File: config.mk
export PLATFORM = sky130hd
export DESIGN_NAME = fpu_condition_exception_status
export DESIGN_NICKNAME = d
export VERILOG_FILES = /design/src/verilog/fpu_status_pkg.sv /design/src/verilog/fpu_condition_exception_status.sv /design/src/verilog/fpu_cc_select.sv
export SDC_FILE = /design/constraint.sdc
export NUM_CORES = 1
export LEC_CHECK = 0
export ABC_AREA = 1
export BUFFER_PORTS_ARGS = -buffer_cell sky130_fd_sc_hd__buf_2
export CORE_MARGIN = 2
export CORE_UTILIZATION = 42
export CTS_CLUSTER_DIAMETER = 150
export DETAILED_ROUTE_END_ITERATION = 10
export PLACE_DENSITY = 0.75
export SYNTH_ARGS = -nofsm -noshare
export SYNTH_HDL_FRONTEND = slang
export SYNTH_HIERARCHICAL = 1
export SYNTH_SLANG_ARGS = --single-unit
File: constraint.sdc
create_clock -name clock -period 1 [get_ports clock]
set_input_delay 0 -clock clock [delete_from_list [all_inputs] [get_ports clock]]
set_output_delay 0 -clock clock [all_outputs]
set_load 0.01 [all_outputs]
File: src/verilog/fpu_status_pkg.sv
package fpu_status_pkg;

    // ------------------------------------------------------------
    // coprocessor one register numbers
    // ------------------------------------------------------------
    localparam int REG_NUM_W = 5;
    localparam logic [4:0] CC_REG_NUM = 5'h19;     // condition codes, register 25
    localparam logic [4:0] EXC_REG_NUM = 5'h1a;    // exception status, register 26

    // ------------------------------------------------------------
    // condition code register layout
    // ------------------------------------------------------------
    localparam int CC_COUNT = 8;
    localparam int CC_IDX_W = 3;
    localparam int CC_LSB = 0;

    // ------------------------------------------------------------
    // exception status register layout
    // ------------------------------------------------------------
    localparam int CAUSE_W = 6;
    localparam int CAUSE_LSB = 12;
    localparam int FLAGS_W = 5;
    localparam int FLAGS_LSB = 2;

    // cause field bit positions within the six bit field
    localparam int CAUSE_INEXACT = 0;
    localparam int CAUSE_UNDERFLOW = 1;
    localparam int CAUSE_OVERFLOW = 2;
    localparam int CAUSE_DIV_ZERO = 3;
    localparam int CAUSE_INVALID = 4;
    localparam int CAUSE_UNIMPL = 5;

    // read value of all register bits after a reset of the read port
    localparam logic [31:0] RD_DATA_RESET = 32'h0000_0000;

endpackage

File: src/verilog/fpu_condition_exception_status.sv
`timescale 1ns/1ns

module fpu_condition_exception_status
    import fpu_status_pkg::*;
(
    // clock and reset
    input wire logic clock,
    input wire logic rst,
    // coprocessor one register moves from the core
    input wire logic [REG_NUM_W-1:0] reg_num,
    input wire logic reg_wr,
    input wire logic [31:0] reg_wdata,
    input wire logic reg_rd,
    output logic [31:0] reg_rdata_r,
    output logic reg_rvalid_r,
    // compare result from the datapath
    input wire logic cmp_valid,
    input wire logic [CC_IDX_W-1:0] cmp_cc_index,
    input wire logic cmp_result,
    // arithmetic completion from the datapath
    input wire logic arith_done,
    input wire logic [CAUSE_W-1:0] arith_cause,
    // branch and conditional move test
    input wire logic cond_test,
    input wire logic [CC_IDX_W-1:0] cond_sel,
    output logic cond_taken_r,
    output logic cond_valid_r,
    // status view for the core
    output logic [FLAGS_W-1:0] sticky_flags_r,
    output logic unimpl_op_r
);

    // ------------------------------------------------------------
    // state
    // ------------------------------------------------------------
    logic [CC_COUNT-1:0] compare_condition_bits_r;
    logic [CC_COUNT-1:0] compare_condition_bits_nxt;
    logic [CAUSE_W-1:0] cause_r;
    logic [CAUSE_W-1:0] cause_nxt;
    logic [FLAGS_W-1:0] flags_r;
    logic [FLAGS_W-1:0] flags_nxt;
    logic [31:0] rdata_nxt;
    logic rvalid_nxt;
    logic [FLAGS_W-1:0] sticky_nxt;
    logic unimpl_nxt;
    logic cc_wr;
    logic exc_wr;
    logic cc_known_r;
    logic cc_known_nxt;
    logic exc_known_r;
    logic exc_known_nxt;

    // ------------------------------------------------------------
    // helpers
    // ------------------------------------------------------------
    // assemble the condition register image, upper bits zero
    function automatic logic [31:0] cc_image(input logic [CC_COUNT-1:0] cc);
        logic [31:0] img;
        img = 32'h0000_0000;
        img[CC_LSB +: CC_COUNT] = cc;
        return img;
    endfunction

    // assemble the exception status image, unimplemented bits zero
    function automatic logic [31:0] exc_image(input logic [CAUSE_W-1:0] cause,
                                              input logic [FLAGS_W-1:0] flags);
        logic [31:0] img;
        img = 32'h0000_0000;
        img[CAUSE_LSB +: CAUSE_W] = cause;
        img[FLAGS_LSB +: FLAGS_W] = flags;
        return img;
    endfunction

    // the five accumulating causes, unimplemented operation left out
    function automatic logic [FLAGS_W-1:0] flag_part(input logic [CAUSE_W-1:0] cause);
        return cause[CAUSE_INVALID:CAUSE_INEXACT];
    endfunction

    // ------------------------------------------------------------
    // register move decode
    // ------------------------------------------------------------
    assign cc_wr = reg_wr && (reg_num == CC_REG_NUM);
    assign exc_wr = reg_wr && (reg_num == EXC_REG_NUM);

    // ------------------------------------------------------------
    // condition code next value
    // ------------------------------------------------------------
    // a compare in the same cycle as a move wins for its own bit
    always_comb begin
        compare_condition_bits_nxt = compare_condition_bits_r;
        if (cc_wr) begin
            compare_condition_bits_nxt = reg_wdata[CC_LSB +: CC_COUNT];
        end
        if (cmp_valid) begin
            compare_condition_bits_nxt[cmp_cc_index] = cmp_result;
        end
    end

    // ------------------------------------------------------------
    // cause and flag next values
    // ------------------------------------------------------------
    // completion overwrites cause; flags take the move, then or in new causes
    always_comb begin
        cause_nxt = cause_r;
        flags_nxt = flags_r;
        if (exc_wr) begin
            cause_nxt = reg_wdata[CAUSE_LSB +: CAUSE_W];
            flags_nxt = reg_wdata[FLAGS_LSB +: FLAGS_W];
        end
        if (arith_done) begin
            cause_nxt = arith_cause;
            flags_nxt = flags_nxt | flag_part(arith_cause);
        end
    end

    // held data carries no reset: contents are unknown until software loads them
    always_ff @(posedge clock) begin
        compare_condition_bits_r <= compare_condition_bits_nxt;
        cause_r <= cause_nxt;
        flags_r <= flags_nxt;
    end

    // ------------------------------------------------------------
    // loaded markers for the unreset data
    // ------------------------------------------------------------
    // each goes high once software has written its register
    always_comb begin
        cc_known_nxt = cc_known_r | cc_wr;
        exc_known_nxt = exc_known_r | exc_wr;
    end

    // cleared by reset, unlike the data they vouch for
    always_ff @(posedge clock) begin
        if (rst) begin
            cc_known_r <= 1'b0;
            exc_known_r <= 1'b0;
        end else begin
            cc_known_r <= cc_known_nxt;
            exc_known_r <= exc_known_nxt;
        end
    end

    // ------------------------------------------------------------
    // read port next values
    // ------------------------------------------------------------
    // unmapped register numbers read zero; data shows state before this cycle
    always_comb begin
        rdata_nxt = reg_rdata_r;
        rvalid_nxt = reg_rd;
        if (reg_rd) begin
            case (reg_num)
                CC_REG_NUM: begin
                    rdata_nxt = cc_image(compare_condition_bits_r);
                end
                EXC_REG_NUM: begin
                    rdata_nxt = exc_image(cause_r, flags_r);
                end
                default: begin
                    rdata_nxt = 32'h0000_0000;
                end
            endcase
        end
    end

    // status view is loaded from the next flags and cause, so it changes in the same cycle as the stored values
    always_comb begin
        sticky_nxt = flags_nxt;
        unimpl_nxt = cause_nxt[CAUSE_UNIMPL];
    end

    // read port and status view registers
    always_ff @(posedge clock) begin
        if (rst) begin
            reg_rdata_r <= RD_DATA_RESET;
            reg_rvalid_r <= 1'b0;
            sticky_flags_r <= '0;
            unimpl_op_r <= 1'b0;
        end else begin
            reg_rdata_r <= rdata_nxt;
            reg_rvalid_r <= rvalid_nxt;
            sticky_flags_r <= sticky_nxt;
            unimpl_op_r <= unimpl_nxt;
        end
    end

    // ------------------------------------------------------------
    // branch and conditional move decision
    // ------------------------------------------------------------
    fpu_cc_select #(
        .COUNT(CC_COUNT),
        .IDX_W(CC_IDX_W)
    ) u_cc_select (
        .clock(clock),
        .rst(rst),
        .codes(compare_condition_bits_r),
        .sel(cond_sel),
        .test_req(cond_test),
        .taken_r(cond_taken_r),
        .valid_r(cond_valid_r)
    );
endmodule

File: src/verilog/fpu_cc_select.sv
`timescale 1ns/1ns

// picks one condition code bit for a branch or conditional move
module fpu_cc_select
    import fpu_status_pkg::*;
#(
    parameter int COUNT = CC_COUNT,
    parameter int IDX_W = CC_IDX_W
) (
    // clock and reset
    input wire logic clock,
    input wire logic rst,
    // condition code vector and select
    input wire logic [COUNT-1:0] codes,
    input wire logic [IDX_W-1:0] sel,
    input wire logic test_req,
    // registered decision
    output logic taken_r,
    output logic valid_r
);

    logic taken_nxt;
    logic valid_nxt;

    // ------------------------------------------------------------
    // decision next values
    // ------------------------------------------------------------
    // hold the last decision between tests
    always_comb begin
        taken_nxt = taken_r;
        valid_nxt = test_req;
        if (test_req) begin
            taken_nxt = codes[sel];
        end
    end

    // registers
    always_ff @(posedge clock) begin
        if (rst) begin
            taken_r <= 1'b0;
            valid_r <= 1'b0;
        end else begin
            taken_r <= taken_nxt;
            valid_r <= valid_nxt;
        end
    end
endmodule

==> impl_metrics.json, run 1 <==
{
  "synth_top_area_share_pct": 35.5,
  "syn2layout_area_growth_pct": 23.5,
  "syn_inst": 277,
  "avgViaCountPerCell": 4.44,
  "clock_skew_ps": 6.69,
  "maxSlewViolCount": 0,
  "critical_path.max_fanout": 10,
  "worstPathArrival_ps": 1080,
  "setup_viol": 0,
  "die-area_sq_um": 5550,
  "wire_per_inst_um": 10.9,
  "place_area_sq_um": 2420,
  "netlist_top_cells_area": "dfxtp_1, nand2_1, nand3_1",
  "fin_nets": 404,
  "clock-sinks": 42,
  "cts-root-buf": "clkbuf_8",
  "grt_pass1_wl_um": 7470,
  "fp.dieW_um": 74.5,
  "drc": 0,
  "grt_busiest_layer": "met2",
  "required_ps": 1170,
  "grt_pass1_vias": 1755,
  "final_layout_size_suffix_gt1_share_pct": 29.3,
  "cp-end-kind": "register",
  "diodes": 0,
  "ys_ff_latch": 42,
  "dieHeight_um": 74.5,
  "numCtsBuffers": 5,
  "port_buffers": 61,
  "ys_seq_area_share_pct": 42.7,
  "track_usage_pct": 17.6,
  "hold_viol": 0,
  "detail-route-antenna-nets": 0,
  "p_leak_nw": 1.35,
  "yosysUniqueCellTypes": 25,
  "initial_utilization_pct": 43.9,
  "drt_wl_total_um": 4540,
  "grt_overflow": 0,
  "layout.cells.non_filler": 415,
  "synth_edf_count": 5,
  "core-area_sq_um": 4750,
  "grtUsageMet3_pct": 2.57,
  "cts_tree": "done",
  "place_hpwl_um": 3530,
  "synth_area_per_cell_sq_um": 7.54,
  "critPathLaunchType": "primary input",
  "fin_crit_sh_pct": 91.4,
  "ios": 98,
  "clk_path_buf_depth": 2,
  "postSynth.asyncResetShare_pct": 0,
  "clk_pin_slew_ps": 80,
  "synth_common_cells": "nand2_1, dfxtp_1, inv_1",
  "fin_area_sq_um": 2580,
  "cts_setup_buffers": 0,
  "gp_congestion": 0.788,
  "grt_antenna_before_repair": 0,
  "met1_usage_pct": 21.8,
  "clkLatencyLatePin_ps": 290,
  "rsz0062_at_grt": "true",
  "post-route-min-period_ps": 914,
  "synth_top_area_cell": "dfxtp_1",
  "dp_cells": 403,
  "drv_cap": 0,
  "max_freq_mhz": 1090,
  "setup_slack_ps": 86.5,
  "ys.flop_type": "dfxtp_1",
  "dr_total_vias": 1843,
  "min_path_type": "in -> reg",
  "pre_cts_ws_ps": -40.2,
  "ir_drop_mv": 0.706,
  "grt_use_met2_pct": 30.9,
  "drt_iter0_drc": 71,
  "htreeDepth": 2,
  "ys_warn_count": 6,
  "crit_type": "in -> reg",
  "row_count": 25,
  "syn_area_sq_um": 2090,
  "power.density_nw_per_um2": 1530,
  "grt_max_degree": 30,
  "synthMostInstantiatedCell": "nand2_1",
  "firstDrtPassIters": 4,
  "outcome": "completed"
}
## kinds of logic after synthesis
logic type	share of synthesized area (%)
simple gates	30.4
buf+inv	16.1
flops	42.7
compound gates	10.7
other cells	0.180
## critical path, stage by stage
cell and delay, ps:
dlygate4sd3_1 520, clkbuf_4 190, clkinvlp_4 180, o21ai_0 120, a21oi_1 70
## cell type report
| class | count | area (sq um) |
|---|---|---|
| Fill cell | 466 | 2180 |
| Multi-Input combinational cell | 189 | 928 |
| Sequential cell | 42 | 891 |
| Timing Repair Buffer | 73 | 424 |
| Inverter | 36 | 139 |
| Tap cell | 67 | 83.8 |
| Clock buffer | 5 | 68.8 |
| Clock inverter | 3 | 43.8 |
## final timing paths
path | slack, ps | cells past startpoint | start | end
max reg2reg | 130 | 6 | compare_condition_bits_r[7]$_DFF_P_ | u_cc_select/taken_r$_SDFFE_PP0P_
min | 6 | 3 | reg_wdata[7] | compare_condition_bits_r[7]$_DFF_P_
min reg2reg | 500 | 2 | cause_r[5]$_DFF_P_ | reg_rdata_r[17]$_SDFFE_PP0P_
max | 90 | 5 | rst | reg_rdata_r[17]$_SDFFE_PP0P_
## report_power, final
part	internal, mW	switching [mW]	total (mW)
clock	0.748	0.583	1.33
combinational	0.268	0.382	0.650
sequential	1.87	0.101	1.97
## routing by layer
metal  vias to the layer above  share of wire (%)
met3                         2                6.1
met2                        53                 50
met4                         0               0.48
li1                        982                  -
met5                         -                  0
met1                       806                 44
## cell usage in the layout, fill, tap and decap left out, types with 6 or more instances in the layout
master,n
nand3_1,32
conb_1,18
nand2_2,8
nand2_1,65
o21ai_1,10
a21oi_1,9
inv_1,32
dfxtp_1,37
nor2_1,20
nand3_2,6
buf_4,6
buf_2,60
o21ai_0,10
## registers in the layout, summed over array words and instances, names as in the netlist
name	cells
u_cc_select/valid_r	1
u_cc_select/taken_r	1
sticky_flags_r	5
reg_rdata_r	14
unimpl_op_r	1
reg_rvalid_r	1
cause_r	6
flags_r	5
compare_condition_bits_r	8
## timing repair
item / in CTS / in global routing
setup endpoints to repair: 0 / 9
endpoints found under the hold margin: 6 / 0
hold buffers: 4 / 0
gates resized for setup: 0 / 3
## metrics by stage
| step | hold slack (ps) | util (%) | power, mW | setup TNS [ps] |
|---|---|---|---|---|
| 5_1_grt | 17.6 | 54.2 | 4.15 | -5.91 |
| 3_3_place_gp | 214 | 50.8 | 2.63 | -55.5 |
| 6_report | 5.53 | 54.2 | 3.95 | 0 |
| 3_5_place_dp | 219 | 50.8 | 2.64 | -283 |
| 4_1_cts | 0.398 | 54.0 | 3.98 | 0 |
| 2_1_floorplan | 71.2 | - | 2.44 | 0 |
No activity file was read; power rests on OpenSTA's default activity.
==> inputs of run 2 (changes only) <==
--- a/config.mk
+++ b/config.mk
@@ -7,7 +7,8 @@
 export LEC_CHECK = 0
 export ABC_AREA = 1
 export BUFFER_PORTS_ARGS = -buffer_cell sky130_fd_sc_hd__buf_2
-export CORE_MARGIN = 2
+export CAP_MARGIN = 20
+export CORE_MARGIN = 1.5
 export CORE_UTILIZATION = 42
 export CTS_CLUSTER_DIAMETER = 150
 export DETAILED_ROUTE_END_ITERATION = 10
==> run 2 against run 1 <==
Net effect:
- final area up 1.1%
- combinational power up 2%
- utilization up 0.61 points
- highest routed layer unchanged
- clock power about the same
- die area down 2.7%
- largest power group unchanged
- register-to-register slack about the same
- clock-buffer cell count up 1
- sequential share of layout area down 0.38 points
- via count up 2.1%
- critical path depth up 1
- global-route usage up 0.92 points
==> impl_metrics.json, run 2 (same netlist as run 1, synthesis figures left out) <==
{
  "final_util_pct": 54.8,
  "min_path_type": "in -> reg",
  "avgViaCountPerCell": 4.51,
  "grt_antenna_before_repair": 0,
  "clk_pin_slew_ps": 80,
  "clkLatencyLatePin_ps": 300,
  "cts_setup_buffers": 0,
  "worstPathArrival_ps": 1080,
  "place_area_sq_um": 2410,
  "fp.dieW_um": 73.5,
  "maxSlewViolCount": 0,
  "dr_total_vias": 1882,
  "fin_hold_ws_ps": 5.72,
  "post-route-min-period_ps": 884,
  "cts-root-buf": "clkbuf_8",
  "drc": 0,
  "place_hpwl_um": 3490,
  "clock_skew_ps": 5.76,
  "setup_viol": 0,
  "p_leak_nw": 1.35,
  "row_count": 25,
  "ios": 98,
  "gp_congestion": 0.835,
  "crit_type": "in -> reg",
  "grt_max_degree": 30,
  "grt_pass1_wl_um": 7680,
  "hold_viol": 0,
  "core-area_sq_um": 4750,
  "initial_utilization_pct": 43.9,
  "wire_per_inst_um": 11.0,
  "cp-end-kind": "register",
  "cts_tree": "done",
  "htreeDepth": 2,
  "layout_common_cells": "nand2_1, buf_2, dfxtp_1",
  "drt_iter0_drc": 118,
  "firstDrtPassIters": 4,
  "power_mw": 3.94,
  "critPathLaunchType": "primary input",
  "fin_area_sq_um": 2610,
  "clock-sinks": 42,
  "largest_register_ffs": 14,
  "rsz0062_at_grt": "false",
  "diodes": 0,
  "final_layout_size_suffix_gt1_share_pct": 28.3,
  "fin_nets": 406,
  "power.density_nw_per_um2": 1510,
  "regMostFlops": "reg_rdata_r",
  "grt_overflow": 0,
  "track_usage_pct": 18.5,
  "drv_cap": 0,
  "dieHeight_um": 73.5,
  "required_ps": 1200,
  "grt_pass1_vias": 1781,
  "reg_top3": "reg_rdata_r x14, compare_condition_bits_r x8, cause_r x6",
  "critical_path.max_fanout": 12,
  "detail-route-antenna-nets": 0,
  "finalSetupTns_ps": 0,
  "mostFrequentLayoutCell": "nand2_1",
  "fin_crit_sh_pct": 88.4,
  "die-area_sq_um": 5400,
  "outcome": "completed",
  "max_freq_mhz": 1130,
  "syn2layout_area_growth_pct": 24.9,
  "port_buffers": 61,
  "ir_drop_mv": 0.989,
  "drt_wl_total_um": 4590,
  "clk_path_buf_depth": 2,
  "numCtsBuffers": 5
}
[run 2: timing repair]
action / in CTS / in global routing
hold endpoints to repair: 8 / 0
hold buffers: 8 / 0
gates resized for setup: 0 / 1
endpoints found under the setup margin: 0 / 2
[run 2: final cells by class]
class	count	area, sq um
Clock buffer	6	72.6
Tap cell	67	83.8
Inverter	36	139
Multi-Input combinational cell	189	928
Sequential cell	42	891
Fill cell	476	2150
Clock inverter	2	37.5
Timing Repair Buffer	75	455
[run 2: through the flow]
step | setup WS, ps | std cells
4_1_cts | 106 | 417
3_5_place_dp | -4.01 | 401
2_1_floorplan | 49.2 | 294
3_3_place_gp | 26.2 | 401
6_report | 116 | 417
5_1_grt | 38.3 | 417
[run 2: report_power, final]
| group | switching, mW | leakage (nW) | internal (mW) | total [mW] |
|---|---|---|---|---|
| sequential | 0.0969 | 0.356 | 1.87 | 1.97 |
| clock | 0.572 | 0.0514 | 0.745 | 1.32 |
| combinational | 0.385 | 0.943 | 0.275 | 0.660 |
| total | 1.05 | 1.35 | 2.89 | 3.94 |
[run 2: metal layers]
layer	share of wire [%]	vias to the layer above	routed length, um	track usage (%)
li1	-	986	-	-
met1	43	838	1970	22.4
met2	51	51	2350	32.7
met3	4.4	7	201	3.02
met4	1.7	0	76	7.00
met5	0	-	0	0
[run 2: worst max-delay path, stage by stage]
cell,delay (ps)
dlygate4sd3_1,530
buf_2,150
buf_4,230
nor2_1,70
nand2_1,60
inv_1,40
[run 2: final timing paths]
| kind | from | to | slack (ps) | cells past startpoint |
|---|---|---|---|---|
| worst max register to register | compare_condition_bits_r[1]$_DFF_P_ | u_cc_select/taken_r$_SDFFE_PP0P_ | 140 | 6 |
| worst max-delay path | rst | reg_rdata_r[2]$_SDFFE_PP0P_ | 120 | 6 |
| worst min register to register | cause_r[5]$_DFF_P_ | reg_rdata_r[17]$_SDFFE_PP0P_ | 480 | 2 |
| worst min-delay path | reg_wdata[3] | flags_r[1]$_DFF_P_ | 6 | 3 |
==> inputs of run 3 (changes only) <==
--- a/config.mk
+++ b/config.mk
@@ -8,8 +8,10 @@
 export ABC_AREA = 1
 export BUFFER_PORTS_ARGS = -buffer_cell sky130_fd_sc_hd__buf_2
 export CAP_MARGIN = 20
+export CELL_PAD_IN_SITES_DETAIL_PLACEMENT = 0
+export CELL_PAD_IN_SITES_GLOBAL_PLACEMENT = 1
 export CORE_MARGIN = 1.5
-export CORE_UTILIZATION = 42
+export CORE_UTILIZATION = 29
 export CTS_CLUSTER_DIAMETER = 150
 export DETAILED_ROUTE_END_ITERATION = 10
 export PLACE_DENSITY = 0.75
==> constraint.sdc (replaced) <==
create_clock -name clock -period 0.8 [get_ports clock]
set_input_delay 0 -clock clock [delete_from_list [all_inputs] [get_ports clock]]
set_output_delay 0 -clock clock [all_outputs]
set_load 0.01 [all_outputs]
==> run 3 against run 2 <==
Net effect:
- the flow now finishes with violations (hold timing, setup timing)
- wire length increased by 9.4%
- sequential cell count unchanged
- global-route usage decreased by 4.8 points
- clock-buffer cell count decreased by 1
- total power increased by 35%
- worst hold slack got worse by 7.6 ps
- critical path type is now reg -> reg
- final area increased by 11%
- clock power increased by 30%
- non-clock buffer count increased by 13
==> impl_metrics.json, run 3 (same netlist as run 1, synthesis figures left out) <==
{
  "ios": 98,
  "mostFrequentLayoutCell": "buf_2",
  "r2r_slack_ps": -8,
  "min_delay_path_depth": 3,
  "htreeDepth": 2,
  "regMostFlops": "reg_rdata_r",
  "drt_wl_total_um": 5030,
  "fin_nets": 419,
  "power_mw": 5.31,
  "maxSlewViolCount": 0,
  "hold_viol": 1,
  "critPathTopFamily": "flip-flops",
  "nFillCells": 721,
  "clk_pin_slew_ps": 80,
  "port_buffers": 61,
  "critPathLaunchType": "register",
  "crit_chain": "inv_2 > nand2_1 > nand3_1 > nand3_1 > nand2_1 > a21oi_2",
  "pre_cts_ws_ps": -233,
  "power.density_nw_per_um2": 1840,
  "ir_drop_mv": 0.670,
  "reg_top3": "reg_rdata_r x14, compare_condition_bits_r x8, cause_r x6",
  "p_leak_nw": 1.48,
  "clock_skew_ps": 2.03,
  "r2r_cells": 6,
  "max_freq_mhz": 1240,
  "layout_common_cells": "buf_2, nand2_1, inv_1",
  "final_layout_size_suffix_gt1_share_pct": 43.0,
  "clkLatencyLatePin_ps": 300,
  "clock-sinks": 42,
  "drt_iter0_drc": 87,
  "post-route-min-period_ps": 808,
  "outcome": "complete, but fails checks",
  "avgViaCountPerCell": 4.20,
  "grt_max_degree": 30,
  "grt_pass1_wl_um": 8160,
  "finalSetupTns_ps": -8.17,
  "wire_per_inst_um": 11.0,
  "hold_start": "reg_wdata[4]",
  "fin_crit_sh_pct": 101,
  "cts-root-buf": "clkbuf_8",
  "worstPathArrival_ps": 1050,
  "grt_overflow": 0,
  "critical_path.max_fanout": 2,
  "detail-route-antenna-nets": 0,
  "place_hpwl_um": 3850,
  "critPathBufInv": 1,
  "timing.rr.start": "compare_condition_bits_r[4]$_DFF_P_",
  "firstDrtPassIters": 4,
  "required_ps": 1040,
  "gp_congestion": 0.743,
  "track_usage_pct": 13.7,
  "setup_slack_ps": -8.17,
  "fp.dieW_um": 87.9,
  "fin_hold_ws_ps": -1.84,
  "max_stage_delay_ps": 360,
  "drc": 0,
  "largest_register_ffs": 14,
  "clk_path_buf_depth": 2,
  "grt_antenna_before_repair": 0,
  "crit_type": "reg -> reg",
  "core-area_sq_um": 6870,
  "hold_end": "flags_r[2]$_DFF_P_",
  "cp-end-kind": "register",
  "drv_cap": 0,
  "dieHeight_um": 87.9,
  "row_count": 30,
  "rsz0062_at_grt": "true",
  "min_path_type": "in -> reg",
  "dr_total_vias": 1927,
  "rr_endpoint": "u_cc_select/taken_r$_SDFFE_PP0P_",
  "syn2layout_area_growth_pct": 38.5,
  "die-area_sq_um": 7720,
  "grt_pass1_vias": 1785,
  "setup_viol": 1,
  "violations": "hold timing, setup timing",
  "initial_utilization_pct": 30.4,
  "cp_slowest_cell": "dfxtp_2",
  "numCtsBuffers": 5,
  "cts_tree": "done",
  "diodes": 0
}
## run 3: how the worst max path moves through the flow
stage / cells past startpoint / end / slack [ps] / start
finish: 6 / u_cc_select/taken_r$_SDFFE_PP0P_ / -8 / compare_condition_bits_r[4]$_DFF_P_
global placement: 9 / sticky_flags_r[1]$_SDFF_PP0_ / -220 / reg_num[0]
detailed placement: 9 / sticky_flags_r[1]$_SDFF_PP0_ / -230 / reg_num[0]
CTS: 6 / u_cc_select/taken_r$_SDFFE_PP0P_ / -6 / compare_condition_bits_r[0]$_DFF_P_
global route: 6 / u_cc_select/taken_r$_SDFFE_PP0P_ / -80 / compare_condition_bits_r[0]$_DFF_P_
floorplan: 6 / cause_r[0]$_DFFE_PP_ / -70 / reg_num[0]
## run 3: worst reg2reg max path: stages, from the launching register on
cell and delay, ps:
dfxtp_2 360, inv_2 40, nand2_1 60, nand3_1 60, nand3_1 70, nand2_1 60, a21oi_2 100
## run 3: power by group
group	internal [mW]	total [mW]	switching, mW
registers	2.36	2.48	0.116
clock network	0.936	1.71	0.776
logic	0.525	1.12	0.597
total	3.82	5.31	1.49
## run 3: what timing repair did
action / CTS / global route
endpoints found under the hold margin: 9 / 0
resized for setup: 10 / 40
pin swaps: 1 / 4
endpoints found under the setup margin: 4 / 21
cloned: 0 / 0
buffers inserted: 1 / 0
hold buffers: 9 / 0
## run 3: stage by stage
| stage | std cells | utilization [%] | area [sq um] |
|---|---|---|---|
| global placement | 441 | 37.1 | 2550 |
| floorplan | 294 | - | 2180 |
| CTS | 459 | 40.4 | 2770 |
| finish | 459 | 42.1 | 2890 |
| detailed placement | 441 | 37.1 | 2550 |
| global route | 459 | 42.1 | 2890 |
## run 3: per-layer routing
metal / track usage [%] / up-vias / routed length [um]
met5: 0 / - / 0
met4: 4.33 / 0 / 50
met3: 3.58 / 4 / 318
met2: 22.6 / 61 / 2370
met1: 17.5 / 845 / 2290
li1: - / 1017 / -
## run 3: cell type report
cell class	instances	area (sq um)	share of cell area, %
flip-flops and latches	42	913	31.6
multi-input cells	189	1040	36.0
repair buffers	88	558	19.3
well taps	96	120	4.15
inverters	36	148	5.10
clock inverters	3	43.8	1.51
clock buffers	5	68.8	2.38
